File: src/include/dwl_map.vh
`ifndef DWL_MAP_VH
`define DWL_MAP_VH
// ==========================================================
// Mode register selection and fields
`define DWL_MR_SEL_W      2
`define DWL_MR1_SEL       2'h1
`define DWL_ADDR_W        16
`define DWL_LVL_BIT       7
`define DWL_QOFF_BIT      12
// ==========================================================
// Lane layout
`define DWL_LANES         2
`define DWL_LANE_W        8
`define DWL_PRIME_BIT     0
// ==========================================================
// Timing in nanoseconds, counter width in bits
`define DWL_CLK_NS        50
`define DWL_TMOD_NS       15
`define DWL_TWLO_NS       7
`define DWL_CNT_W         8
`endif

File: src/core/dwl_level.v
`timescale 1ns/100ps
`include "dwl_map.vh"
module dwl_level #(
  parameter LANES  = `DWL_LANES,
  parameter LANE_W = `DWL_LANE_W
) (
  // Clock and reset
  input  wire                          sys_clk_in,
  input  wire                          rst_n_in,
  // Mode register write, same clock domain
  input  wire                          mrs_wr_in,
  input  wire [`DWL_MR_SEL_W-1:0]      mrs_sel_in,
  input  wire [`DWL_ADDR_W-1:0]        mrs_addr_in,
  // Pins from the controller
  input  wire                          ck_in,
  input  wire [LANES-1:0]              dqs_in,
  input  wire                          odt_in,
  // Data pins and status
  output wire [LANES*LANE_W-1:0]       dq_out,
  output wire [LANES*LANE_W-1:0]       dq_oe_out,
  output wire                          dq_undef_out,
  output wire [LANES-1:0]              dqs_oe_out,
  output wire                          rtt_dqs_on_out,
  output wire                          rtt_dq_on_out,
  output wire                          level_mode_out,
  output wire                          qoff_out
);

  // ==========================================================
  // Derived cycle counts
  localparam TMOD_RAW = (`DWL_TMOD_NS + `DWL_CLK_NS - 1) / `DWL_CLK_NS;
  localparam TMOD_CYC = (TMOD_RAW < 1) ? 1 : TMOD_RAW;
  localparam [`DWL_CNT_W-1:0] TMOD_C = TMOD_CYC[`DWL_CNT_W-1:0];
  localparam [`DWL_CNT_W-1:0] CNT_ONE = 8'h01;
  localparam [`DWL_CNT_W-1:0] CNT_ZERO = 8'h00;

  // ==========================================================
  // Pin synchronisers
  wire             ck_s2_q;
  wire             odt_s2_q;
  wire [LANES-1:0] dqs_s2_q;
  reg  [LANES-1:0] dqs_s3_q;

  dwl_sync #(
    .W          (1)
  ) ck_sync_inst (
    .sys_clk_in (sys_clk_in),
    .rst_n_in   (rst_n_in),
    .pin_in     (ck_in),
    .sync_out   (ck_s2_q)
  );

  dwl_sync #(
    .W          (1)
  ) odt_sync_inst (
    .sys_clk_in (sys_clk_in),
    .rst_n_in   (rst_n_in),
    .pin_in     (odt_in),
    .sync_out   (odt_s2_q)
  );

  dwl_sync #(
    .W          (LANES)
  ) dqs_sync_inst (
    .sys_clk_in (sys_clk_in),
    .rst_n_in   (rst_n_in),
    .pin_in     (dqs_in),
    .sync_out   (dqs_s2_q)
  );

  // Strobe edge history, idle low like the pin
  always @(posedge sys_clk_in or negedge rst_n_in) begin
    if (!rst_n_in) begin
      dqs_s3_q <= {LANES{1'b0}};
    end else begin
      dqs_s3_q <= dqs_s2_q;
    end
  end

  wire [LANES-1:0] dqs_rise = dqs_s2_q & ~dqs_s3_q;

  // ==========================================================
  // Mode register state
  reg                  level_q;
  reg                  qoff_q;
  reg                  undef_q;
  reg [`DWL_CNT_W-1:0] exit_cnt_q;
  wire                 mr1_wr = mrs_wr_in && (mrs_sel_in == `DWL_MR1_SEL);
  wire                 lvl_bit = mrs_addr_in[`DWL_LVL_BIT];
  wire [LANES-1:0]     fb_valid;

  always @(posedge sys_clk_in or negedge rst_n_in) begin
    if (!rst_n_in) begin
      level_q    <= 1'b0;
      qoff_q     <= 1'b0;
      undef_q    <= 1'b0;
      exit_cnt_q <= CNT_ZERO;
    end else begin
      if (mr1_wr) begin
        level_q <= lvl_bit;
        qoff_q  <= mrs_addr_in[`DWL_QOFF_BIT];
      end
      if (mr1_wr && lvl_bit && !level_q) begin
        undef_q    <= 1'b1;
        exit_cnt_q <= CNT_ZERO;
      end else if (mr1_wr && !lvl_bit && level_q) begin
        undef_q    <= 1'b1;
        exit_cnt_q <= TMOD_C;
      end else if (exit_cnt_q != CNT_ZERO) begin
        exit_cnt_q <= exit_cnt_q - CNT_ONE;
        if (exit_cnt_q == CNT_ONE) begin
          undef_q <= 1'b0;
        end
      end else if (level_q && (|fb_valid)) begin
        undef_q <= 1'b0;
      end
    end
  end

  // ==========================================================
  // Per lane feedback
  genvar g;
  generate
    for (g = 0; g < LANES; g = g + 1) begin : lane
      dwl_lane #(
        .LANE_W     (LANE_W)
      ) dwl_lane_inst (
        .sys_clk_in (sys_clk_in),
        .rst_n_in   (rst_n_in),
        .level_in   (level_q),
        .rise_in    (dqs_rise[g]),
        .ck_lvl_in  (ck_s2_q),
        .dq_out     (dq_out[g*LANE_W +: LANE_W]),
        .valid_out  (fb_valid[g])
      );
    end
  endgenerate

  // ==========================================================
  // Pin drive and termination
  wire drive_en = level_q && !qoff_q;

  assign dq_oe_out      = {(LANES*LANE_W){drive_en}};
  assign dqs_oe_out     = {LANES{1'b0}};
  assign dq_undef_out   = undef_q;
  assign rtt_dqs_on_out = odt_s2_q;
  assign rtt_dq_on_out  = odt_s2_q && !level_q;
  assign level_mode_out = level_q;
  assign qoff_out       = qoff_q;

endmodule

// ==========================================================
// Two stage pin synchroniser
module dwl_sync #(
  parameter W = 1
) (
  // Clock and reset
  input  wire         sys_clk_in,
  input  wire         rst_n_in,
  // Pin in, synchronised level out
  input  wire [W-1:0] pin_in,
  output wire [W-1:0] sync_out
);

  reg [W-1:0] s1_q;
  reg [W-1:0] s2_q;

  always @(posedge sys_clk_in or negedge rst_n_in) begin
    if (!rst_n_in) begin
      s1_q <= {W{1'b0}};
      s2_q <= {W{1'b0}};
    end else begin
      s1_q <= pin_in;
      s2_q <= s1_q;
    end
  end

  assign sync_out = s2_q;

endmodule

// ==========================================================
// One byte lane of leveling feedback
module dwl_lane #(
  parameter LANE_W = `DWL_LANE_W
) (
  // Clock and reset
  input  wire              sys_clk_in,
  input  wire              rst_n_in,
  // Leveling state and synchronised pins
  input  wire              level_in,
  input  wire              rise_in,
  input  wire              ck_lvl_in,
  // Feedback
  output wire [LANE_W-1:0] dq_out,
  output wire              valid_out
);

  localparam TWLO_RAW = `DWL_TWLO_NS / `DWL_CLK_NS;
  localparam TWLO_CYC = (TWLO_RAW < 1) ? 1 : TWLO_RAW;
  localparam [`DWL_CNT_W-1:0] TWLO_C   = TWLO_CYC[`DWL_CNT_W-1:0];
  localparam [`DWL_CNT_W-1:0] CNT_ONE  = 8'h01;
  localparam [`DWL_CNT_W-1:0] CNT_ZERO = 8'h00;

  reg                  samp_q;
  reg                  fb_q;
  reg                  valid_q;
  reg [`DWL_CNT_W-1:0] wlo_cnt_q;

  always @(posedge sys_clk_in or negedge rst_n_in) begin
    if (!rst_n_in) begin
      samp_q    <= 1'b0;
      fb_q      <= 1'b0;
      valid_q   <= 1'b0;
      wlo_cnt_q <= CNT_ZERO;
    end else if (!level_in) begin
      fb_q      <= 1'b0;
      valid_q   <= 1'b0;
      wlo_cnt_q <= CNT_ZERO;
    end else if (rise_in) begin
      samp_q    <= ck_lvl_in;
      wlo_cnt_q <= TWLO_C;
    end else if (wlo_cnt_q != CNT_ZERO) begin
      wlo_cnt_q <= wlo_cnt_q - CNT_ONE;
      if (wlo_cnt_q == CNT_ONE) begin
        fb_q    <= samp_q;
        valid_q <= 1'b1;
      end
    end
  end

  assign valid_out = valid_q;
  assign dq_out    = {{(LANE_W-1){1'b0}}, fb_q} << `DWL_PRIME_BIT;

endmodule

File: config.mk
export PLATFORM = sky130hd
export DESIGN_NAME = dwl_level
export DESIGN_NICKNAME = d
export VERILOG_FILES = /design/src/core/dwl_level.v
export VERILOG_INCLUDE_DIRS = /design/src /design/src/include
export SDC_FILE = /design/constraint.sdc
export NUM_CORES = 1
export LEC_CHECK = 0
export ABC_CLOCK_PERIOD_IN_PS = 4600
export BUFFER_PORTS_ARGS = -buffer_cell sky130_fd_sc_hd__buf_2
export CAP_MARGIN = 20
export CORE_ASPECT_RATIO = 0.9
export CORE_MARGIN = 4
export CORE_UTILIZATION = 56
export DETAILED_ROUTE_END_ITERATION = 8
export GPL_TIMING_DRIVEN = 0
export PLACE_DENSITY = 0.89
export SLEW_MARGIN = 20
export SYNTH_ARGS = -nofsm -noshare
export SYNTH_HDL_FRONTEND = slang
export SYNTH_SLANG_ARGS = --single-unit
File: constraint.sdc
create_clock -name sys_clk_in -period 4.6 [get_ports sys_clk_in]
set_clock_uncertainty 0.2 [all_clocks]
set_input_delay 0.46 -clock sys_clk_in [delete_from_list [all_inputs] [get_ports sys_clk_in]]
set_output_delay 0.46 -clock sys_clk_in [all_outputs]
set_load 0.005 [all_outputs]
==> out/results.ini, run 1 <==
[synthesis]
yosys.cell_count.top_type=dfrtp_1
synthArstFlopShare_pct=100.0
synth_adder_area_share_pct=4.790
synthSimpleGateAreaFrac_pct=19.16
synth_top_family_by_area=simple AND/OR/NAND/NOR gates
synth-edff-count=0
synthCells=230
ys_top_cells_by_count=dfrtp_1 (43), buf_4 (34), nor2_1 (30)
synth_compound_area_share_pct=8.143
synth_area_mm2=0.002351
synthXorXnorAreaFrac_pct=3.725
synth.area.mux_share_pct=5.269
avgSynthCellArea_um2=10.22
synth.distinct_cells=43
synth_area_leaders=dfrtp_1 (46%), buf_4 (11%), ha_1 (4.8%)
synth_top_flop_cell=dfrtp_1
ys_seq_area_share_pct=45.77
synth_seq_cells=43
synth_top_area_cell=dfrtp_1
yosysTopAreaCellShare_pct=45.77
synth_warnings=0

[setup_path]
end_kind=output port
critPathSlowestCell=nor2b_1
worstPathArrival_ns=2.36
crit_required_ns=3.94
path_class=flop to output port
cp.depth=5
critPathMaxFanout=16
cp_common_cell=buf_2
slowest_delay_ns=0.79
ff2ff_path_depth=6
critPathTopFamily=buffers and inverters
critPathLaunchType=flop
cp.buffers_inverters=4
cp_cell_sequence=buf_2, clkbuf_1, nor2b_1, buf_4, buf_2

[floorplan]
die_width_um=76.30
rows=22
die_h_um=69.47
num_io_pins=64
initial_core_util_pct=57.71
core_area_mm2=0.004074
die_area_mm2=0.005301

[layout]
syn_to_final_growth_pct=15.75
diodes=0
fin_nets=319
multiInputGateArea_mm2=0.001026
seqCellArea_mm2=0.001076
fillers=334
drive_gt1_share_pct=30.77

[timing]
worst_slew_pin_slew_ns=0.9267
hold_ws_ns=0.06447
hold_viol_final=0
fmax_mhz=330.7
final.setup.tns_ns=0
slew_viol_final=0
setup_violations=0
finalCriticalPeriod_ns=3.024
rsz0062_at_grt=false
fin_crit_sh_pct=65.73
slew_headroom_pct=38.09

[routing]
post_drt_wl_per_cell_um=12.77
routed_wl_um=4266
vias=1696
via_per_inst=5.078
firstDrtPassIters=4
drc=0
drt-initial-drc-count=127
ant_nets=0

[run_status]
status=finished, final reports clean

[grt]
grt-ovfl-total=0
grtUsageTotal_pct=17.08
antenna_found_initial=0
grt_pass1_vias=1625
grt_max_degree=44
grt_pass1_wl_um=7300

[clocking]
clkLatencyLatePin_ns=0.30
cts_resized=0
htree_levels=2
clk_pin_slew_worst_paths_ns=0.08
ctsHoldBuffers=0
cts_buffers=5
cts_max_path_buffers=2
cts_tree=yes
cts_root_buffer=clkbuf_8
cts.sinks=43
cts_setup_buffers=0

[pwr]
leakage_nw=1.373
power_density_mw_per_mm2=617.0
peakVddDrop_mv=0.3286

[placement]
gp_congestion=0.8120
port_buffers=33
place_hpwl_um=3228

[hold_path]
hold_path_class=primary input to flop
hold_depth=1

[job]
max_cap_viol_count=0

## sequential cells by signal, summed over array words and instances (netlist names), 2 cells and up
| name | cells |
|---|---|
| lane.dwl_lane_inst.fb_q | 2 |
| lane.dwl_lane_inst.samp_q | 2 |
| lane.dwl_lane_inst.valid_out | 2 |
| lane.dwl_lane_inst.wlo_cnt_q | 16 |
| exit_cnt_q | 8 |
| dqs_s3_q | 2 |
| dqs_sync_inst.s1_q | 2 |
| dqs_sync_inst.sync_out | 2 |
## path summary, 6_finish.rpt
path / endpoint / from / slack, ns
setup / recovery: dq_oe_out[14] / level_mode_out / 1.58
min in group asynchronous: lane[0].dwl_lane_inst.wlo_cnt_q[6] / rst_n_in / 0.09
setup reg to reg: lane[0].dwl_lane_inst.wlo_cnt_q[0] / lane[0].dwl_lane_inst.wlo_cnt_q[0] / 2.43
max in group asynchronous: level_mode_out / rst_n_in / 3.54
hold / removal: odt_sync_inst.s1_q / odt_in / 0.06
hold reg to reg: ck_sync_inst.sync_out / ck_sync_inst.s1_q / 0.16
## cells in the final DEF, fill, tap and decap left out, types with 2 or more instances in the layout
| cell type | n |
|---|---|
| xnor2_1 | 7 |
| dfrtp_1 | 43 |
| a21oi_1 | 9 |
| buf_2 | 34 |
| xor2_1 | 3 |
| o21ai_1 | 2 |
| clkbuf_8 | 5 |
| buf_4 | 34 |
| a211oi_1 | 4 |
| o211ai_1 | 2 |
| ha_1 | 9 |
| nor4_2 | 3 |
| nand3b_1 | 3 |
| nor3_1 | 3 |
| nor3b_1 | 2 |
| nor2b_1 | 3 |
| nor2_1 | 30 |
| o21a_1 | 5 |
| conb_1 | 16 |
| nand2b_1 | 3 |
| or4_4 | 2 |
| mux2_2 | 3 |
| nand3_1 | 5 |
| nand2_1 | 15 |
| inv_1 | 11 |
| mux2i_1 | 9 |
| clkinvlp_4 | 2 |
## stage by stage
stage / instance area (um2) / std cells / util, % / total power, mW / setup WS, ns
2_1_floorplan: 2407 / 245 / - / 1.262 / 2.290
3_3_place_gp: 2633 / 326 / 64.62 / 1.403 / 1.941
3_5_place_dp: 2633 / 326 / 64.62 / 1.447 / 1.889
4_1_cts: 2721 / 334 / 66.80 / 1.690 / 1.540
5_1_grt: 2721 / 334 / 66.80 / 1.830 / 1.385
6_report: 2721 / 334 / 66.80 / 1.679 / 1.576
## layer usage
| metal | GRT usage [%] | part of all wire, % | wire, um |
|---|---|---|---|
| met3 | 4.805 | 4.0 | 170 |
| met1 | 21.35 | 43 | 1825 |
| met4 | 6.640 | 2.2 | 93 |
| met5 | 0 | 0 | 0 |
| met2 | 28.10 | 51 | 2177 |
## area by class of cell
| type | instances | share of cell area (%) |
|---|---|---|
| flip-flops and latches | 43 | 39.54 |
| multi-input cells | 155 | 37.70 |
| plain buffers | 36 | 9.701 |
| repair buffers | 33 | 6.069 |
| clock buffers | 5 | 2.529 |
| well taps | 48 | 2.207 |
| inverters | 11 | 1.517 |
| clock inverters | 3 | 0.7356 |
## cells by family (layout without fill, tap and decap cells)
| logic type | count (synthesis) | count (layout) |
|---|---|---|
| multiplexers | 12 | 12 |
| flip-flops | 43 | 43 |
| other | 1 | 16 |
| adder cells (fa/ha/maj) | 9 | 9 |
| AO/OA/AOI/OAI | 28 | 28 |
| AND/OR/NAND/NOR | 80 | 80 |
| buffers and inverters | 47 | 88 |
| XOR/XNOR | 10 | 10 |
## power breakdown
| group | switching [mW] | internal (mW) |
|---|---|---|
| clock network | 0.128 | 0.106 |
| registers | 0.135 | 0.484 |
| logic | 0.423 | 0.404 |
| total | 0.685 | 0.994 |
Note: power is estimated with default switching activity, not from simulation.
==> inputs of run 2 (changes only) <==
--- a/config.mk
+++ b/config.mk
@@ -6,15 +6,15 @@
 export SDC_FILE = /design/constraint.sdc
 export NUM_CORES = 1
 export LEC_CHECK = 0
-export ABC_CLOCK_PERIOD_IN_PS = 4600
+export ABC_CLOCK_PERIOD_IN_PS = 3100
 export BUFFER_PORTS_ARGS = -buffer_cell sky130_fd_sc_hd__buf_2
 export CAP_MARGIN = 20
 export CORE_ASPECT_RATIO = 0.9
 export CORE_MARGIN = 4
-export CORE_UTILIZATION = 56
+export CORE_UTILIZATION = 52
 export DETAILED_ROUTE_END_ITERATION = 8
 export GPL_TIMING_DRIVEN = 0
-export PLACE_DENSITY = 0.89
+export PLACE_DENSITY = 0.84
 export SLEW_MARGIN = 20
 export SYNTH_ARGS = -nofsm -noshare
 export SYNTH_HDL_FRONTEND = slang
==> constraint.sdc (replaced) <==
create_clock -name sys_clk_in -period 3.1 [get_ports sys_clk_in]
set_clock_uncertainty 0.2 [all_clocks]
set_input_delay 0.31 -clock sys_clk_in [delete_from_list [all_inputs] [get_ports sys_clk_in]]
set_output_delay 0.31 -clock sys_clk_in [all_outputs]
set_load 0.005 [all_outputs]
==> run 2 against run 1 <==
Against the previous run:
- non-clock buffer count up 5
- combinational power increased by 46%
- clock power rose by 38%
- cell count grew 4.5%
- sequential share of layout area is 0.73 points lower
- sequential cell count is the same
- worst setup slack got worse by 1.1 ns
- sequential power grew 49%
- utilization is 0.96 points lower
- count of clock-buffer cells in the layout grew 1
- critical endpoint is now dq_oe_out[5]
==> out/results.ini, run 2 (synthesis results as in run 1) <==
[layout]
final_cells=349
syn_to_final_growth_pct=17.94
layout_commonest_cell=dfrtp_1
final_cell_mix=dfrtp_1 (43), buf_2 (34), buf_4 (34)
postLayoutCoreUtil_pct=65.83
drive_gt1_share_pct=29.76
diodes=0
fin_area_mm2=0.002773
fin_nets=324
largest_register_ffs=16
reg_top3=lane.dwl_lane_inst.wlo_cnt_q: 16 flops, exit_cnt_q: 8 flops
max_flop_register=lane.dwl_lane_inst.wlo_cnt_q

[grt]
grt-ovfl-total=0
met3_usage_pct=5.025
grt_max_degree=44
grt_pass1_vias=1645
grtUsageMet1_pct=21.51
grt_pass1_wl_um=7521
use_met2_pct=27.24
antenna_found_initial=0
busiest_layer=met2
grtUsageTotal_pct=16.80

[timing]
finalCriticalPeriod_ns=2.620
final.setup.tns_ns=0
rsz0062_at_grt=false
setup_ws_ns=0.4801
worst_slew_pin_slew_ns=0.9219
hold_viol_final=0
setup_violations=0
slew_viol_final=0
fin_crit_sh_pct=84.51
hold_ws_ns=0.04320
fmax_mhz=381.7
slew_headroom_pct=38.54

[setup_path]
end_kind=output port
path_class=flop to output port
cp.buffers_inverters=4
critPathTopFamily=buffers and inverters
critPathLaunchType=flop
worstPathArrival_ns=2.11
critPathSlowestCell=nor2b_2
slowest_delay_ns=0.57
regToRegSetupSlack_ns=0.89
crit_required_ns=2.59
cp_common_cell=buf_2
cp_cell_sequence=buf_2, clkbuf_1, nor2b_2, buf_4, buf_2
critPathMaxFanout=16

[clocking]
cts.sinks=43
cts_root_buffer=clkbuf_8
cts_setup_buffers=0
htree_levels=2
clkLatencyLatePin_ns=0.29
cts_buffers=5
cts_tree=yes
clk_pin_slew_worst_paths_ns=0.07
cts_max_path_buffers=2

[routing]
firstDrtPassIters=4
vias=1700
via_per_inst=4.871
drt-initial-drc-count=80
post_drt_wl_per_cell_um=12.05
routed_wl_um=4205
ant_nets=0
drc=0

[floorplan]
rows=22
num_io_pins=64
die_area_mm2=0.005662
die_width_um=78.88
die_h_um=71.79
core_area_mm2=0.004212
initial_core_util_pct=55.82

[placement]
placed_cells=338
port_buffers=33
gp_congestion=0.8401
place_area_mm2=0.002648
post-place-ws_ns=0.4994
place_hpwl_um=3095

[run_status]
status=finished, final reports clean

[pwr]
peakVddDrop_mv=0.5016
power_density_mw_per_mm2=883.0
leakage_nw=1.392
totalPowerFinal_mw=2.448

[hold_path]
hold_path_class=primary input to flop

[job]
max_cap_viol_count=0

-- run 2: per-layer routing --
metal	up-vias	wire, um
li1	852	-
met1	795	1960
met2	47	1931
met3	6	238
met4	0	75
met5	-	0
-- run 2: power breakdown --
part	switching, mW	total [mW]	internal, mW
clock	0.171	0.321	0.150
sequential	0.200	0.918	0.719
combinational	0.605	1.21	0.604
-- run 2: layout make-up --
type	count	area, um2
clock buffers	6	72.57
well taps	60	75.07
fillers	350	1439
plain buffers	36	264.0
flip-flops and latches	43	1076
repair buffers	38	215.2
inverters	11	41.29
multi-input cells	155	1028
-- run 2: timing repair --
item,4_1_cts,5_1_grt
hold buffers,5,0
endpoints found under the setup margin,0,16
endpoints found under the hold margin,36,0
gates resized for setup,0,1
-- run 2: worst paths after layout --
| path | from | to | cells after the start |
|---|---|---|---|
| worst max-delay path | level_mode_out | dq_oe_out[5] | 5 |
| worst min-delay path | mrs_addr_in[12] | qoff_out | 2 |
| worst max register to register | exit_cnt_q[0] | exit_cnt_q[0] | 6 |
| worst min register to register | ck_sync_inst.s1_q | ck_sync_inst.sync_out | 0 |
| max in group asynchronous | rst_n_in | ck_sync_inst.s1_q | 2 |
| min in group asynchronous | rst_n_in | level_mode_out | 2 |
==> inputs of run 3 (changes only) <==
--- a/config.mk
+++ b/config.mk
@@ -6,7 +6,7 @@
 export SDC_FILE = /design/constraint.sdc
 export NUM_CORES = 1
 export LEC_CHECK = 0
-export ABC_CLOCK_PERIOD_IN_PS = 3100
+export ABC_CLOCK_PERIOD_IN_PS = 2500
 export BUFFER_PORTS_ARGS = -buffer_cell sky130_fd_sc_hd__buf_2
 export CAP_MARGIN = 20
 export CORE_ASPECT_RATIO = 0.9
==> constraint.sdc (replaced) <==
create_clock -name sys_clk_in -period 2.5 [get_ports sys_clk_in]
set_clock_uncertainty 0.2 [all_clocks]
set_input_delay 0.25 -clock sys_clk_in [delete_from_list [all_inputs] [get_ports sys_clk_in]]
set_output_delay 0.25 -clock sys_clk_in [all_outputs]
set_load 0.005 [all_outputs]
==> run 3 against run 2 <==
Against the previous run:
- sequential cell count unchanged
- register-to-register slack worse by 0.60 ns
- routed wire length is 0.29% higher
- utilization is 0.83 points higher
- first-iteration DRC count rose by 6.3%
- worst hold slack gained 0.036 ns
- critical path type unchanged
==> out/results.ini, run 3 (synthesis results as in run 1) <==
[setup_path]
cp_common_cell=buf_2
critPathSlowestCell=clkbuf_1
critPathLaunch=level_mode_out
critPathMaxFanout=15
ff2ff_path_depth=6
regToRegSetupSlack_ns=0.29
worstPathArrival_ns=1.84
slowest_delay_ns=0.37
end_kind=output port
endpoint=dq_oe_out[5]
critPathLaunchType=flop
path_class=flop to output port
cp_cell_sequence=buf_2, clkbuf_1, nor2b_4, buf_12, buf_4, buf_2
crit_required_ns=2.05
reg2reg_to=exit_cnt_q[0]
r2r-start=exit_cnt_q[0]

[floorplan]
rows=22
die_h_um=71.79
core_area_mm2=0.004212
die_width_um=78.88
num_io_pins=64
initial_core_util_pct=55.82
die_area_mm2=0.005662

[routing]
ant_nets=0
drt-initial-drc-count=85
firstDrtPassIters=4
via_per_inst=4.835
drc=0
post_drt_wl_per_cell_um=12.01
routed_wl_um=4217
vias=1697

[layout]
largest_register_ffs=16
postLayoutCoreUtil_pct=66.67
diodes=0
fin_nets=326
syn_to_final_growth_pct=19.43
final_cell_mix=dfrtp_1 (43), buf_2 (34), buf_4 (34)
layout_commonest_cell=dfrtp_1
fillers=348
max_flop_register=lane.dwl_lane_inst.wlo_cnt_q
drive_gt1_share_pct=29.90
reg_top3=lane.dwl_lane_inst.wlo_cnt_q: 16 flops, exit_cnt_q: 8 flops

[timing]
worst_slew_pin_slew_ns=0.9206
hold_viol_final=0
final.setup.tns_ns=0
fin_crit_sh_pct=91.62
setup_ws_ns=0.2094
fmax_mhz=436.6
slew_headroom_pct=38.63
setup_violations=0
finalCriticalPeriod_ns=2.291
slew_viol_final=0
rsz0062_at_grt=false

[clocking]
cts_root_buffer=clkbuf_8
clkLatencyLatePin_ns=0.29
cts.sinks=43
clk_pin_slew_worst_paths_ns=0.07
cts_buffers=5
cts_max_path_buffers=2
cts_tree=yes
htree_levels=2

[placement]
place_hpwl_um=3095
port_buffers=33
post-place-ws_ns=-0.04059
gp_congestion=0.8401

[grt]
grt_pass1_vias=1647
grt-ovfl-total=0
grt_max_degree=44
antenna_found_initial=0
grt_pass1_wl_um=7534
grtUsageTotal_pct=16.83

[pwr]
leakage_nw=1.407
peakVddDrop_mv=0.6257
power_density_mw_per_mm2=1087

[run_status]
status=finished, final reports clean

[hold_path]
hold_path_class=primary input to flop

[job]
max_cap_viol_count=0

## run 3: worst min-delay path by stage
stage,start,end,slack [ns],cells after the start
2_1_floorplan,rst_n_in,ck_sync_inst.s1_q,-0.25,0
3_3_place_gp,dqs_sync_inst.s1_q[0],dqs_sync_inst.sync_out[0],0.13,0
3_5_place_dp,dqs_sync_inst.s1_q[0],dqs_sync_inst.sync_out[0],0.13,0
4_1_cts,mrs_sel_in[1],level_mode_out,0.07,3
5_1_grt,mrs_sel_in[0],level_mode_out,0.09,3
6_report,mrs_sel_in[1],level_mode_out,0.08,3
## run 3: cell type report
class,instances,area [um2],area share [%]
flip-flops and latches,43,1076,38.32
multi-input cells,155,1033,36.81
plain buffers,36,264.0,9.403
repair buffers,40,245.2,8.734
well taps,60,75.07,2.674
clock buffers,6,72.57,2.585
inverters,11,41.29,1.471
## run 3: repair_timing
item	in CTS	in global routing
gates resized for setup	2	0
setup endpoints to repair	16	16
hold endpoints to repair	48	0
hold buffers	6	0
buffers inserted	0	1
## run 3: critical path, delay by kind of cell (launching register included)
family | cells | cell delay [ns]
and+or+nand+nor | 1 | 0.26
buffers and inverters | 5 | 0.94
DFF | 1 | 0.34
## run 3: where the power goes
group | switching [mW] | internal [mW] | total (mW)
Sequential | 0.248 | 0.891 | 1.14
Clock | 0.212 | 0.186 | 0.399
Combinational | 0.752 | 0.761 | 1.51
Total | 1.21 | 1.84 | 3.05
## run 3: metal layers
| metal | part of all wire [%] | GRT usage [%] | routed length (um) | up-vias |
|---|---|---|---|---|
| met5 | 0 | 0 | 0 | - |
| met4 | 1.8 | 5.916 | 75 | 0 |
| met3 | 5.7 | 5.025 | 240 | 6 |
| met2 | 46 | 27.24 | 1942 | 45 |
| met1 | 46 | 21.59 | 1958 | 791 |
| li1 | - | - | - | 855 |
## run 3: per-stage QoR
stage / instances / power [mW] / hold slack (ns) / area [um2]
final: 351 / 3.051 / 0.07943 / 2808
after global routing: 351 / 3.356 / 0.09366 / 2808
after CTS: 350 / 3.060 / 0.06732 / 2788
after detailed placement: 338 / 2.645 / 0.1347 / 2648
after global placement: 338 / 2.582 / 0.1333 / 2648
after floorplan: 245 / 2.323 / -0.2456 / 2407
